==> config.mk <==
export PLATFORM = sky130hd
export DESIGN_NAME = charger_control
export DESIGN_NICKNAME = d
export VERILOG_FILES = /design/src/charger_control.v /design/src/die_temp_class.v
export VERILOG_INCLUDE_DIRS = /design/src /design/src/src
export SDC_FILE = /design/constraint.sdc
export NUM_CORES = 1
export LEC_CHECK = 0
export BUFFER_PORTS_ARGS = -buffer_cell sky130_fd_sc_hd__buf_2
export CORE_MARGIN = 5
export CORE_UTILIZATION = 40
export CTS_CLUSTER_SIZE = 40
export DETAILED_ROUTE_END_ITERATION = 8
export PLACE_DENSITY = 0.55
export SYNTH_ARGS = -nofsm -noshare
export SYNTH_HDL_FRONTEND = slang
export SYNTH_SLANG_ARGS = --single-unit
==> constraint.sdc <==
create_clock -name core_clk_in -period 6.1 [get_ports core_clk_in]
set_input_delay 1.22 -clock core_clk_in [delete_from_list [all_inputs] [get_ports core_clk_in]]
set_output_delay 1.22 -clock core_clk_in [all_outputs]
set_load 0.005 [all_outputs]
==> src/charger_map.vh <==
`ifndef CHARGER_MAP_VH
`define CHARGER_MAP_VH
// What this block does
// - control bit 6 picks automatic D+/D- detection or fixed limit selection
// - without autodetect, load wall or usb limit by source; wall wins if both
// - d-minus logic select: high picks usb limit, low keeps buck limit
// - on vbus attach with autodetect, wait 10 ms debounce before settings load
// - after debounce drive detection; shorted lines mean dedicated charger
// - dedicated charger loads usb limit; standard port keeps programmed limit
// - repeated supply-fault resets enter emergency charge, auto boot held off
// - two indicator outputs may blink while emergency charge is active
// - bit 7 enables thermal current control; clear disables it
// - die temperature classes 0..6 cap charge current code per table
// - class only drops back after temperature falls below class 1 threshold
// - suspend above 115 degrees, begin reducing above 90 degrees
// - battery temperature from adc channel 2 checked before charging starts
// - stop charging when battery reading exceeds stop level
// - after stop, resume only once reading drops to resume level
// - do not start charging while reading is below low level
// - bit 5 puts buck into low-power sleep mode
// - bit 4 enables buck; bits 3:0 hold buck current limit
// - wall presence copies wall limit bits 7:4 into buck limit
// - charge register: precharge bits 7:6, cc current bits 5:0
// - control register: target voltage bits 7:3, input threshold bits 2:0
// - input below threshold steps limit down to minimum, then back up
`define ADDR_BUCK_CTRL 8'h3E
`define ADDR_IN_LIMITS 8'h40
`define ADDR_BAT_CURR 8'h41
`define ADDR_CHG_VOLT 8'h42
`define ADDR_BATTERY_TEMP_READING_STOP 8'h5B
`define ADDR_BATTERY_TEMP_READING_RESUME 8'h5C
`define ADDR_BATTERY_TEMP_LOW_LEVEL 8'h5D
`define BIT_THERM_EN 7
`define BIT_AUTODET 6
`define BIT_LOW_POWER 5
`define BIT_BUCK_EN 4
`define RST_BUCK_CTRL 8'hD1
`define RST_IN_LIMITS 8'h00
`define RST_BAT_CURR 8'h3F
`define RST_CHG_VOLT 8'h00
`define RST_BATTERY_TEMP_READING_STOP 8'hFF
`define RST_BATTERY_TEMP_READING_RESUME 8'hFF
`define RST_BATTERY_TEMP_LOW_LEVEL 8'h00
`define ADC_CH_BATTERY_TEMP_READING 3'h2
`define CLK_HZ 10000000
`define DEBOUNCE_MS 10
`define DEBOUNCE_CYC ((`CLK_HZ / 1000) * `DEBOUNCE_MS)
`define RAMP_STEP_CYC 16'h03E8
`define FAULT_LIMIT 4'h4
`define BLINK_CYC 24'h4C4B40
`define DIE_T1 8'h5A
`define DIE_T2 8'h5F
`define DIE_T3 8'h64
`define DIE_T4 8'h69
`define DIE_T5 8'h6E
`define DIE_T6 8'h73
`define DIE_SUSPEND 8'h78
`endif

==> src/charger_control.v <==
`timescale 1ns/1ps
`include "charger_map.vh"
module charger_control
#(
   parameter DEBOUNCE_CYCLES = `DEBOUNCE_CYC,
   parameter FAULT_LIMIT = `FAULT_LIMIT,
   parameter BLINK_CYCLES = `BLINK_CYC
)
(
   input wire core_clk_in,
   input wire rst_b_in,
   input wire reg_wr_in,
   input wire reg_rd_in,
   input wire [7:0] reg_addr_in,
   input wire [7:0] reg_wdata_in,
   output reg [7:0] reg_rdata_out,
   input wire vbus_present_in,
   input wire wall_present_in,
   input wire dminus_logic_in,
   input wire dline_short_in,
   input wire input_low_in,
   input wire supply_fault_in,
   input wire battery_ok_in,
   input wire [7:0] die_temp_in,
   input wire die_temp_valid_in,
   input wire [2:0] adc_channel_in,
   input wire [7:0] adc_value_in,
   input wire adc_valid_in,
   input wire emerg_blink_en_in,
   output reg dplus_drive_out,
   output reg settings_load_out,
   output reg buck_enable_out,
   output reg buck_low_power_out,
   output reg [3:0] buck_current_limit_out,
   output reg charge_enable_out,
   output reg [5:0] charge_current_out,
   output reg [1:0] precharge_current_out,
   output reg [4:0] charge_target_voltage_out,
   output reg [2:0] input_low_voltage_threshold_out,
   output reg emergency_charge_out,
   output reg auto_boot_block_out,
   output reg indicator_output_a_out,
   output reg indicator_output_b_out
);

   localparam ST_IDLE = 3'h0;
   localparam ST_DEBOUNCE = 3'h1;
   localparam ST_DETECT = 3'h2;
   localparam ST_DONE = 3'h3;

   reg [7:0] buck_ctrl_r;
   reg [7:0] in_limits_r;
   reg [7:0] bat_curr_r;
   reg [7:0] chg_volt_r;
   reg [7:0] battery_temp_reading_stop_r;
   reg [7:0] battery_temp_reading_resume_r;
   reg [7:0] battery_temp_low_level_r;
   reg [7:0] battery_temp_reading_r;
   reg battery_temp_reading_seen_r;
   reg [2:0] det_state_r;
   reg [2:0] det_state_nxt;
   reg [23:0] deb_cnt_r;
   reg dedicated_r;
   reg det_load_r;
   reg [3:0] target_limit;
   reg [3:0] ramp_r;
   reg [15:0] ramp_cnt_r;
   reg bat_hot_r;
   reg [3:0] fault_cnt_r;
   reg fault_d_r;
   reg [23:0] blink_cnt_r;
   reg blink_r;
   wire [2:0] die_class;
   wire [5:0] die_cap;
   wire therm_en;
   wire no_source;
   wire bat_ok;
   wire [5:0] cc_code;
   reg [7:0] rdata;

   assign therm_en = buck_ctrl_r[`BIT_THERM_EN];
   assign no_source = !vbus_present_in && !wall_present_in;

   function [5:0] min6;
      input [5:0] a;
      input [5:0] b;
      begin
         min6 = (a < b) ? a : b;
      end
   endfunction

   die_temp_class u_die_class
   (
      .core_clk_in(core_clk_in),
      .rst_b_in(rst_b_in),
      .enable_in(therm_en),
      .temp_valid_in(die_temp_valid_in),
      .die_temp_in(die_temp_in),
      .class_out(die_class),
      .cap_out(die_cap)
   );

   ////////////////////////////////////////////////////////////////////////////
   // register file
   always @(posedge core_clk_in)
   begin
      if (!rst_b_in)
      begin
         buck_ctrl_r <= `RST_BUCK_CTRL;
         in_limits_r <= `RST_IN_LIMITS;
         bat_curr_r <= `RST_BAT_CURR;
         chg_volt_r <= `RST_CHG_VOLT;
         battery_temp_reading_stop_r <= `RST_BATTERY_TEMP_READING_STOP;
         battery_temp_reading_resume_r <= `RST_BATTERY_TEMP_READING_RESUME;
         battery_temp_low_level_r <= `RST_BATTERY_TEMP_LOW_LEVEL;
      end
      else
      begin
         // hardware limit loads win over a same-cycle software write to 3:0
         if (reg_wr_in)
         begin
            case (reg_addr_in)
               `ADDR_BUCK_CTRL: buck_ctrl_r <= reg_wdata_in;
               `ADDR_IN_LIMITS: in_limits_r <= reg_wdata_in;
               `ADDR_BAT_CURR: bat_curr_r <= reg_wdata_in;
               `ADDR_CHG_VOLT: chg_volt_r <= reg_wdata_in;
               `ADDR_BATTERY_TEMP_READING_STOP: battery_temp_reading_stop_r <= reg_wdata_in;
               `ADDR_BATTERY_TEMP_READING_RESUME: battery_temp_reading_resume_r <= reg_wdata_in;
               `ADDR_BATTERY_TEMP_LOW_LEVEL: battery_temp_low_level_r <= reg_wdata_in;
               default: ;
            endcase
         end
         if (wall_present_in && !(reg_wr_in && reg_addr_in == `ADDR_IN_LIMITS))
            buck_ctrl_r[3:0] <= in_limits_r[7:4];
         else if (wall_present_in)
            buck_ctrl_r[3:0] <= reg_wdata_in[7:4];
         else if (vbus_present_in && !buck_ctrl_r[`BIT_AUTODET] && dminus_logic_in)
            buck_ctrl_r[3:0] <= in_limits_r[3:0];
         else if (det_load_r && dedicated_r)
            buck_ctrl_r[3:0] <= in_limits_r[3:0];
      end
   end

   always @*
   begin
      case (reg_addr_in)
         `ADDR_BUCK_CTRL: rdata = buck_ctrl_r;
         `ADDR_IN_LIMITS: rdata = in_limits_r;
         `ADDR_BAT_CURR: rdata = bat_curr_r;
         `ADDR_CHG_VOLT: rdata = chg_volt_r;
         `ADDR_BATTERY_TEMP_READING_STOP: rdata = battery_temp_reading_stop_r;
         `ADDR_BATTERY_TEMP_READING_RESUME: rdata = battery_temp_reading_resume_r;
         `ADDR_BATTERY_TEMP_LOW_LEVEL: rdata = battery_temp_low_level_r;
         default: rdata = 8'h00;
      endcase
   end

   always @(posedge core_clk_in)
   begin
      if (!rst_b_in)
         reg_rdata_out <= 8'h00;
      else if (reg_rd_in)
         reg_rdata_out <= rdata;
   end

   ////////////////////////////////////////////////////////////////////////////
   // vbus attach debounce and line detection
   always @*
   begin
      det_state_nxt = det_state_r;
      case (det_state_r)
         ST_IDLE:
            if (vbus_present_in && buck_ctrl_r[`BIT_AUTODET])
               det_state_nxt = ST_DEBOUNCE;
         ST_DEBOUNCE:
            if (!vbus_present_in)
               det_state_nxt = ST_IDLE;
            else if (deb_cnt_r == DEBOUNCE_CYCLES - 1)
               det_state_nxt = ST_DETECT;
         ST_DETECT:
            det_state_nxt = ST_DONE;
         ST_DONE:
            if (!vbus_present_in)
               det_state_nxt = ST_IDLE;
         default:
            det_state_nxt = ST_IDLE;
      endcase
   end

   always @(posedge core_clk_in)
   begin
      if (!rst_b_in)
      begin
         det_state_r <= ST_IDLE;
         deb_cnt_r <= 24'h000000;
         dedicated_r <= 1'b0;
         det_load_r <= 1'b0;
         dplus_drive_out <= 1'b0;
         settings_load_out <= 1'b0;
      end
      else
      begin
         det_state_r <= det_state_nxt;
         deb_cnt_r <= (det_state_r == ST_DEBOUNCE) ? deb_cnt_r + 24'h000001 : 24'h000000;
         // d+ is driven through the detect cycle; the short only reads while driven
         dplus_drive_out <= (det_state_nxt == ST_DETECT);
         settings_load_out <= (det_state_nxt == ST_DETECT);
         // one-shot load, so a later software limit write is not overwritten
         det_load_r <= (det_state_r == ST_DETECT);
         if (det_state_r == ST_DETECT)
            dedicated_r <= dline_short_in;
         else if (det_state_nxt == ST_IDLE)
            dedicated_r <= 1'b0;
      end
   end

   ////////////////////////////////////////////////////////////////////////////
   // input collapse: step limit down, then back to programmed value
   always @*
   begin
      target_limit = buck_ctrl_r[3:0];
   end

   always @(posedge core_clk_in)
   begin
      if (!rst_b_in)
      begin
         ramp_r <= 4'h0;
         ramp_cnt_r <= 16'h0000;
      end
      else if (ramp_cnt_r != `RAMP_STEP_CYC - 16'h0001)
         ramp_cnt_r <= ramp_cnt_r + 16'h0001;
      else
      begin
         ramp_cnt_r <= 16'h0000;
         if (input_low_in && ramp_r != 4'h0)
            ramp_r <= ramp_r - 4'h1;
         else if (!input_low_in && ramp_r < target_limit)
            ramp_r <= ramp_r + 4'h1;
         // a lowered limit is also walked down, never jumped
         else if (!input_low_in && ramp_r > target_limit)
            ramp_r <= ramp_r - 4'h1;
      end
   end

   ////////////////////////////////////////////////////////////////////////////
   // battery thermistor qualification
   always @(posedge core_clk_in)
   begin
      if (!rst_b_in)
      begin
         battery_temp_reading_r <= 8'h00;
         battery_temp_reading_seen_r <= 1'b0;
         bat_hot_r <= 1'b0;
      end
      else if (adc_valid_in && adc_channel_in == `ADC_CH_BATTERY_TEMP_READING)
      begin
         battery_temp_reading_r <= adc_value_in;
         battery_temp_reading_seen_r <= 1'b1;
         if (adc_value_in > battery_temp_reading_stop_r)
            bat_hot_r <= 1'b1;
         else if (adc_value_in <= battery_temp_reading_resume_r)
            bat_hot_r <= 1'b0;
      end
   end

   // no charging until a first reading has qualified the pack
   assign bat_ok = battery_temp_reading_seen_r && !bat_hot_r && (battery_temp_reading_r >= battery_temp_low_level_r);
   assign cc_code = therm_en ? min6(bat_curr_r[5:0], die_cap) : bat_curr_r[5:0];

   ////////////////////////////////////////////////////////////////////////////
   // emergency charge against supply-fault reboot loops
   always @(posedge core_clk_in)
   begin
      if (!rst_b_in)
      begin
         fault_d_r <= 1'b0;
         fault_cnt_r <= 4'h0;
         emergency_charge_out <= 1'b0;
         auto_boot_block_out <= 1'b0;
         blink_cnt_r <= 24'h000000;
         blink_r <= 1'b0;
      end
      else
      begin
         fault_d_r <= supply_fault_in;
         if (no_source)
            fault_cnt_r <= 4'h0;
         else if (supply_fault_in && !fault_d_r && fault_cnt_r != 4'hF)
            fault_cnt_r <= fault_cnt_r + 4'h1;
         // limitation: only leaves once battery is good or supply goes away
         if (fault_cnt_r >= FAULT_LIMIT[3:0] && !battery_ok_in)
            emergency_charge_out <= 1'b1;
         else if (battery_ok_in || no_source)
            emergency_charge_out <= 1'b0;
         auto_boot_block_out <= emergency_charge_out;
         // blink runs only in emergency charge, starting from a known phase
         if (!emergency_charge_out)
         begin
            blink_cnt_r <= 24'h000000;
            blink_r <= 1'b0;
         end
         else if (blink_cnt_r == BLINK_CYCLES - 1)
         begin
            blink_cnt_r <= 24'h000000;
            blink_r <= ~blink_r;
         end
         else
            blink_cnt_r <= blink_cnt_r + 24'h000001;
      end
   end

   ////////////////////////////////////////////////////////////////////////////
   // outputs
   always @(posedge core_clk_in)
   begin
      if (!rst_b_in)
      begin
         buck_enable_out <= 1'b0;
         buck_low_power_out <= 1'b0;
         buck_current_limit_out <= 4'h0;
         charge_enable_out <= 1'b0;
         charge_current_out <= 6'h00;
         precharge_current_out <= 2'h0;
         charge_target_voltage_out <= 5'h00;
         input_low_voltage_threshold_out <= 3'h0;
         indicator_output_a_out <= 1'b0;
         indicator_output_b_out <= 1'b0;
      end
      else
      begin
         buck_enable_out <= buck_ctrl_r[`BIT_BUCK_EN];
         buck_low_power_out <= buck_ctrl_r[`BIT_LOW_POWER];
         buck_current_limit_out <= ramp_r;
         charge_enable_out <= bat_ok && (cc_code != 6'h00);
         charge_current_out <= bat_ok ? cc_code : 6'h00;
         precharge_current_out <= bat_curr_r[7:6];
         charge_target_voltage_out <= chg_volt_r[7:3];
         input_low_voltage_threshold_out <= chg_volt_r[2:0];
         indicator_output_a_out <= emergency_charge_out && emerg_blink_en_in && blink_r;
         indicator_output_b_out <= emergency_charge_out && emerg_blink_en_in && !blink_r;
      end
   end
endmodule

==> src/die_temp_class.v <==
`timescale 1ns/1ps
module die_temp_class
(
   input wire core_clk_in,
   input wire rst_b_in,
   input wire enable_in,
   input wire temp_valid_in,
   input wire [7:0] die_temp_in,
   output reg [2:0] class_out,
   output reg [5:0] cap_out
);
`include "charger_map.vh"

   reg [2:0] raw;

   function [5:0] cap_of;
      input [2:0] c;
      begin
         case (c)
            3'h0: cap_of = 6'h3F;
            3'h1: cap_of = 6'h37;
            3'h2: cap_of = 6'h2D;
            3'h3: cap_of = 6'h23;
            3'h4: cap_of = 6'h19;
            3'h5: cap_of = 6'h0F;
            default: cap_of = 6'h00;
         endcase
      end
   endfunction

   always @*
   begin
      raw = 3'h0;
      if (die_temp_in >= `DIE_SUSPEND)
         raw = 3'h6;
      else if (die_temp_in > `DIE_T6)
         raw = 3'h6;
      else if (die_temp_in > `DIE_T5)
         raw = 3'h5;
      else if (die_temp_in > `DIE_T4)
         raw = 3'h4;
      else if (die_temp_in > `DIE_T3)
         raw = 3'h3;
      else if (die_temp_in > `DIE_T2)
         raw = 3'h2;
      else if (die_temp_in > `DIE_T1)
         raw = 3'h1;
   end

   always @(posedge core_clk_in)
   begin
      if (!rst_b_in || !enable_in)
      begin
         class_out <= 3'h0;
         cap_out <= 6'h3F;
      end
      else if (temp_valid_in)
      begin
         // class only climbs; full release below class 1 stops hunting
         if (raw > class_out)
         begin
            class_out <= raw;
            cap_out <= cap_of(raw);
         end
         else if (die_temp_in < `DIE_T1)
         begin
            class_out <= 3'h0;
            cap_out <= 6'h3F;
         end
      end
   end
endmodule

Word level (Yosys, flattened, before mapping)
Cells that the tools add are included.

Reductions and logical operators: 62. Order comparisons: 16. $add $sub $neg: 6. Multiply operators: 0. Muxes and demuxes: 35. Shift-type cells: 0. Eq/ne operators: 21. Bitwise logic cells: 4. Div/mod/pow operators: 0.

Operator list (count): 8-bit one-hot mux with 7 select lines (1); 24-bit by 1-bit adder with 24-bit output, second input constant (2); 8-bit by 7-bit == test with 1-bit output, second input constant (6); 8-bit by 7-bit greater-than comparator with 1-bit output, second input constant (6); 3-bit 2-to-1 mux (12); 4-bit 2-to-1 mux (9); 6-bit one-hot mux with 6 select lines (1); 2-bit AND reduction (15); 24-bit by 17-bit == test with 1-bit output, second input constant (1); 24-bit by 23-bit == test with 1-bit output, second input constant (1); 6-bit 2-to-1 mux (4); 1-bit logical AND (20); 3-bit by 2-bit == test with 1-bit output, second input constant (6); 16-bit by 1-bit adder with 16-bit output, second input constant (1); 16-bit by 10-bit != test with 1-bit output, second input constant (1); 3-bit one-hot mux with 4 select lines (1); 1-bit zero test (11); 5-bit nonzero test (2); 3-bit zero test (3); 4-bit by 1-bit adder with 4-bit output, second input constant (2); 8-bit by 6-bit == test with 1-bit output, second input constant (1); 8-bit by 7-bit greater-or-equal comparator with 1-bit output, second input constant (1); 8-bit greater-or-equal comparator (1); 8-bit greater-than comparator (1); 20 further kinds (35).

RAM bits: 0. ROM bits: 0. Word-level logic and storage cells: 181. Output and inout bits: 37. Bits in latches: 0. Bits in registers: 190. Memories: 0.

Longest topological paths before layout
Depth after elaboration: 11. Gate-level depth with buffers: 10. Mapped depth without buffers: 10.

By module
From an unflattened synthesis, not the netlist that was laid out.

Cell total of the unflattened synthesis: 1031. Area total of the unflattened synthesis: 8968.6 µm².

Modules (own cells, without submodules): charger_control (cells each 959, area an instance 8394.3 µm², times used 1); die_temp_class (cells each 72, area an instance 574.3 µm², times used 1).

Least setup slack after synthesis
No wires, ideal clock.

Kind: input -> register. Start: input die_temp_in[4]. End: register u_die_class.cap_out[2]. Data arrival time: 3147 ps. Data required time: 5978 ps. Stages on the path: 10. Library setup time: 122 ps. Path slack: 2831 ps. Cells stage by stage: a31oi_1 > o21ai_0 > o21bai_1 > a21o_1 > ha_1 > nand3b_1 > a32oi_1 > and2_1 > a21oi_1 > o32a_1.

Cells in the longest elaborated chain, start to end: 11. Elaborated cells between the ends (all ways): 26. Classes of those cells: order compare (9); eq/ne (5); mux (9); reduce/logical (3).

RTL lines: from (decl) (RTL line charger_control.v:24) `input wire [7:0] die_temp_in,`; 8-bit by 7-bit greater-than comparator with 1-bit output (no source line); 1-bit 2-to-1 mux (RTL line die_temp_class.v:46) `` else if (die_temp_in > `DIE_T1) ``; 3-bit 2-to-1 mux (RTL line die_temp_class.v:44) `` else if (die_temp_in > `DIE_T2) ``; 3-bit 2-to-1 mux (RTL line die_temp_class.v:42) `` else if (die_temp_in > `DIE_T3) ``; 3-bit 2-to-1 mux (RTL line die_temp_class.v:40) `` else if (die_temp_in > `DIE_T4) ``; 3-bit 2-to-1 mux (RTL line die_temp_class.v:38) `` else if (die_temp_in > `DIE_T5) ``; 3-bit 2-to-1 mux (RTL line die_temp_class.v:36) `` else if (die_temp_in > `DIE_T6) ``; 3-bit 2-to-1 mux (RTL line die_temp_class.v:34) `` if (die_temp_in >= `DIE_SUSPEND) ``; 3-bit greater-than comparator (tied with other cells) (RTL line die_temp_class.v:60) `if (raw > class_out)`; 2-bit nonzero test (no source line) / 6-bit one-hot mux with 6 select lines (equally long branches); 2-bit AND reduction (no source line) / 6-bit 2-to-1 mux (equally long branches); to (signal assigned) (RTL line die_temp_class.v:63) `cap_out <= cap_of(raw);`; to (decl) (RTL line die_temp_class.v:10) `output reg [5:0] cap_out`.

Parallel ways exist; a longest one is shown, timed or not. A chain may end at the register's enable or synchronous reset.

Worst setup path in the final report
Ends and elaborated chain as after synthesis.

==> results.md <==
| Step | Parameter | Value |
|:---|:---|:---|
| cts | Total number of clock tree sinks | 190 |
| power | Clk network pwr share | 43.2% |
| logic synthesis | Post-synth net total | 1,125 |
| logic synthesis | Combinational family with the most area after synthesis | simple AND/OR/NAND/NOR gates |
| setup path | Nature of the critical path startpoint | input port |
| logic synthesis | Cell area after synthesis | 9020 sq um |
| timing | Final Hold Viols | 0 |
| layout | Number of filler instances in the final layout | 2,220 |
| cts | Worst-path clk slew | 0.07 ns |
| timing | Slew Viols, Final | 0 |
| floorplanning | Horiz. Die Dim | 160 um |
| logic synthesis | Share of the synthesized area in compound gates (AO/OA/AOI/OAI) | 12.5% |
| detailed routing | Remaining antenna violation count | 0 |
| floorplanning | Initial core utilization | 40.2% |
| cts | Num CTS Buffers | 17 |
| power | Maximum vdd ir drop | 0.175 mV |
| power | Cell internal power dissipation | 1.91 mW |
| logic synthesis | Synth async-reset ratio | 0% |
| global route | Maximum number of pins on one net before global-route repair | 54 |
| global route | Initial antenna violation count | 0 |
| logic synthesis | Synthesis warning total | 0 |
| global route | Global-route total usage across every layer | 17.0% |
| detailed routing | Routed length per instance | 15.6 um |
| timing | Max-slew headroom | 38.7% |
| timing | Unrepaired setup endpoints after global routing | no |
| power | Cell area power density | 248 nW/um^2 |
| logic synthesis | Basic-gate share of the synthesized area counting and, or, nand and nor cells | 23.7% |
| global route | Vias in the first global route | 6,944 |
| power | Combinational cell fraction of total power | 7.3% |
| placement | DP Cell Count | 1,371 |
| detailed routing | Number of remaining DRC errors | 0 |
| detailed routing | Final wirelength | 21,900 um |
| setup path | Sort of element at the end of the critical path | flop |
| layout | Antenna diodes | 0 |
| detailed routing | Number of vias per cell after detailed routing | 5.26 |
| global route | Wire length of the first global-routing pass | 35,700 um |
| timing | Max Clock Skew | 0.0166 ns |
| timing | Slew @ Worst Pin | 0.919 ns |
| logic synthesis | Share of cell area taken by muxes after synthesis | 6.52% |
| timing | Final TNS setup | 0 ns |
| timing | Count of final setup violators | 0 |
| floorplanning | Core Rows | 55 |
| placement | Routability congestion estimate from global placement | 0.808 |
| logic synthesis | Mean post-synth cell area | 8.73 sq um |
| floorplanning | Area of the die | 25,700 sq um |
| power | Leakage power summed over all cells | 4.37 nW |
| logic synthesis | Number of distinct standard cells referenced by the synthesized netlist | 69 |
| setup path | Arrival time at the worst endpoint | 3.60 ns |
| logic synthesis | Synthesized netlist cell count | 1,034 |
| placement | Estimated wirelength of the detail-placed design | 15,700 um |
| cts | Later-pin clock latency in the skew report | 0.44 ns |
| layout | Final net count | 1,196 |
| cts | Number of post-CTS setup repair buffers | 0 |
| global route | Overall overflow remaining after global route | 0 |
| layout | Multi-input gate area | 4890 sq um |
| logic synthesis | Sequential fraction of the synthesis area | 42.1% |
| layout | Sequential cell area | 3800 sq um |
| setup path | Largest fanout on the critical path | 7 |
| detailed routing | Total vias in the final route | 7,379 |
| layout | Proportion of layout cells with a drive suffix above 1 | 12.0% |
| logic synthesis | Count of flip-flops with a built-in enable after synthesis | 0 |
| cts | Post-CTS Resized | 0 |
| cts | # hold bufs at CTS | 0 |
| status | Status | finished, final reports clean |
| logic synthesis | Most used flip-flop cell after synthesis | sky130_fd_sc_hd__dfxtp_1 |
| logic synthesis | Adder-cell area share of the yosys netlist | 5.82% |
| timing | Fmax achieved | 304 MHz |
| cts | TritonCTS clock tree | yes |
| floorplanning | Core area | 22,400 sq um |
| timing | Final critical path time including I/O delays and setup | 3.28 ns |
| power | Relative contribution of sequential cells to total power | 49.5% |
| power | Net switching power figure | 0.643 mW |
| hold path | Worst min path class | flop to flop |
| timing | Fraction of the cycle the final worst path needs | 53.9% |
| layout | Synthesis-to-layout area growth | 13.8% |
| cts | Clock root buffer | sky130_fd_sc_hd__clkbuf_16 |
| floorplanning | Height of the chip | 160 um |
| layout | Number of standard cells in the layout, taps in and fillers out | 1,403 |
| cts | Buffers from clock root to sink, at most | 2 |
| floorplanning | Number of ports placed on the die boundary | 86 |
| logic synthesis | Number of register bits inferred by synthesis | 190 |
| job | Max-cap violation count | 0 |
| placement | Count of input and output buffers | 85 |
| logic synthesis | Post-synthesis share of cell area spent on xor and xnor gates | 5.53% |
| setup path | Crit path required time | 6.41 ns |
| detailed routing | Pre-Repair DR Iteration Count | 6 |
| setup path | Worst Setup Path Type | input port to flop |
| power | Switching share of total power | 25.2% |
| detailed routing | Initial DRC Count | 499 |
| cts | Htree depth | 4 |
| layout | Registers with the most flip-flops | blink_cnt_r x24, deb_cnt_r x24, ramp_cnt_r x16 |
==> metrics by stage <==
step	setup WS [ns]	util, %	power, mW	area, sq um	hold WS (ns)
2_1_floorplan	2.83	-	1.41	9020	0.418
3_3_place_gp	2.41	43.2	1.48	9690	0.431
3_5_place_dp	2.38	43.2	1.48	9690	0.441
4_1_cts	2.83	45.8	2.57	10300	0.452
5_1_grt	2.54	45.8	2.65	10300	0.466
6_report	2.82	45.8	2.55	10300	0.449
==> logic make-up (layout without fill, tap and decap cells) <==
group / Yosys count / after routing
buffers and inverters: 85 / 169
AOI/OAI and AO/OA: 169 / 169
muxes: 58 / 58
DFF: 190 / 190
adders and majority gates: 42 / 42
and+or+nand+nor: 432 / 432
other: 1 / 1
xor gates and xnor gates: 57 / 57
==> cells in the mapped netlist (3+ instances only) <==
master	n	area [sq um]
sky130_fd_sc_hd__or3_1	5	31.3
sky130_fd_sc_hd__nand3_1	62	310
sky130_fd_sc_hd__dfxtp_1	190	3800
sky130_fd_sc_hd__nor2b_1	7	43.8
sky130_fd_sc_hd__a21o_1	6	45.0
sky130_fd_sc_hd__buf_1	7	26.3
sky130_fd_sc_hd__nor4bb_1	5	50.1
sky130_fd_sc_hd__xor2_1	25	219
sky130_fd_sc_hd__ha_1	42	526
sky130_fd_sc_hd__and3_1	16	100
sky130_fd_sc_hd__and2_1	18	113
sky130_fd_sc_hd__a2111oi_0	4	35.0
sky130_fd_sc_hd__a211oi_1	10	75.1
sky130_fd_sc_hd__or2_2	3	18.8
sky130_fd_sc_hd__mux2i_1	55	551
sky130_fd_sc_hd__o2bb2ai_1	16	140
sky130_fd_sc_hd__a31oi_1	3	18.8
sky130_fd_sc_hd__and4_1	3	26.3
sky130_fd_sc_hd__or4_1	4	30.0
sky130_fd_sc_hd__nand4_1	20	125
sky130_fd_sc_hd__nor4_1	8	50.1
sky130_fd_sc_hd__o31a_1	3	26.3
sky130_fd_sc_hd__nor3_1	20	100
sky130_fd_sc_hd__o21a_1	10	75.1
sky130_fd_sc_hd__inv_1	45	169
sky130_fd_sc_hd__buf_2	7	35.0
sky130_fd_sc_hd__xnor2_1	32	280
sky130_fd_sc_hd__nor2_1	115	432
sky130_fd_sc_hd__o211ai_1	3	22.5
sky130_fd_sc_hd__o21ai_0	30	150
sky130_fd_sc_hd__a22o_1	8	70.1
sky130_fd_sc_hd__nand2_1	114	428
sky130_fd_sc_hd__nor4b_1	9	78.8
sky130_fd_sc_hd__nand2b_1	8	50.1
sky130_fd_sc_hd__a21oi_1	46	230
sky130_fd_sc_hd__clkbuf_1	24	90.1
sky130_fd_sc_hd__a22oi_1	8	60.1
sky130_fd_sc_hd__nand4b_1	3	26.3
sky130_fd_sc_hd__a211o_1	4	35.0
==> critical path, cell delays in order <==
cell	delay (ns)
sky130_fd_sc_hd__buf_2	0.14
sky130_fd_sc_hd__a31oi_1	0.25
sky130_fd_sc_hd__o21ai_0	0.21
sky130_fd_sc_hd__o21bai_1	0.24
sky130_fd_sc_hd__a21o_1	0.20
sky130_fd_sc_hd__ha_1	0.17
sky130_fd_sc_hd__nand3b_1	0.15
sky130_fd_sc_hd__a32oi_1	0.41
sky130_fd_sc_hd__nand3_1	0.22
sky130_fd_sc_hd__o32a_1	0.38
==> final timing paths <==
| path | from | to | slack [ns] | depth (start not counted) |
|---|---|---|---|---|
| worst max-delay path | die_temp_in[4] | u_die_class.cap_out[2]$_SDFFE_PP1P_ | 2.82 | 10 |
| worst min-delay path | ramp_cnt_r[0]$_SDFF_PN0_ | ramp_cnt_r[0]$_SDFF_PN0_ | 0.45 | 1 |
| worst max register to register | blink_cnt_r[0]$_SDFF_PP0_ | blink_cnt_r[16]$_SDFF_PP0_ | 3.56 | 6 |
| worst min register to register | ramp_cnt_r[0]$_SDFF_PN0_ | ramp_cnt_r[0]$_SDFF_PN0_ | 0.45 | 1 |
==> final cells by class <==
| class | instances | area share (%) |
|---|---|---|
| Inverter | 46 | 1.68 |
| Clock inverter | 12 | 1.28 |
| Tap cell | 285 | 3.47 |
| Sequential cell | 190 | 37.0 |
| Clock buffer | 20 | 4.35 |
| Multi-Input combinational cell | 759 | 47.6 |
| Timing Repair Buffer | 91 | 4.58 |
==> power groups by stage <==
| stage | Clock, mW | Sequential, mW | Combinational (mW) |
|---|---|---|---|
| after detailed placement | 0 | 1.29 | 0.185 |
| after global placement | 0 | 1.29 | 0.185 |
| final | 1.10 | 1.26 | 0.187 |
| after global routing | 1.17 | 1.26 | 0.208 |
| after CTS | 1.13 | 1.26 | 0.186 |
| after floorplan | 0 | 1.29 | 0.119 |
==> placed cells by master (no fill, tap or decap), types with 9 or more instances in the layout <==
cell type                   count
sky130_fd_sc_hd__dfxtp_1      190
sky130_fd_sc_hd__nor2_1       115
sky130_fd_sc_hd__nand2_1      114
sky130_fd_sc_hd__buf_2         85
sky130_fd_sc_hd__nand3_1       62
sky130_fd_sc_hd__mux2i_1       55
sky130_fd_sc_hd__a21oi_1       46
sky130_fd_sc_hd__inv_1         45
sky130_fd_sc_hd__ha_1          42
sky130_fd_sc_hd__xnor2_1       32
sky130_fd_sc_hd__o21ai_0       30
sky130_fd_sc_hd__xor2_1        25
sky130_fd_sc_hd__nand4_1       20
sky130_fd_sc_hd__nor3_1        20
sky130_fd_sc_hd__and2_1        18
sky130_fd_sc_hd__clkbuf_16     17
sky130_fd_sc_hd__and3_1        16
sky130_fd_sc_hd__o2bb2ai_1     16
sky130_fd_sc_hd__o21a_1        10
sky130_fd_sc_hd__a211oi_1      10
sky130_fd_sc_hd__nor4b_1        9
==> layer usage <==
metal / wire (um) / track usage (%)
met5: 0 / 0
met4: 288 / 4.54
met3: 1110 / 3.48
met2: 9470 / 25.5
met1: 11000 / 24.8
Note: power is estimated with default switching activity, not from simulation.
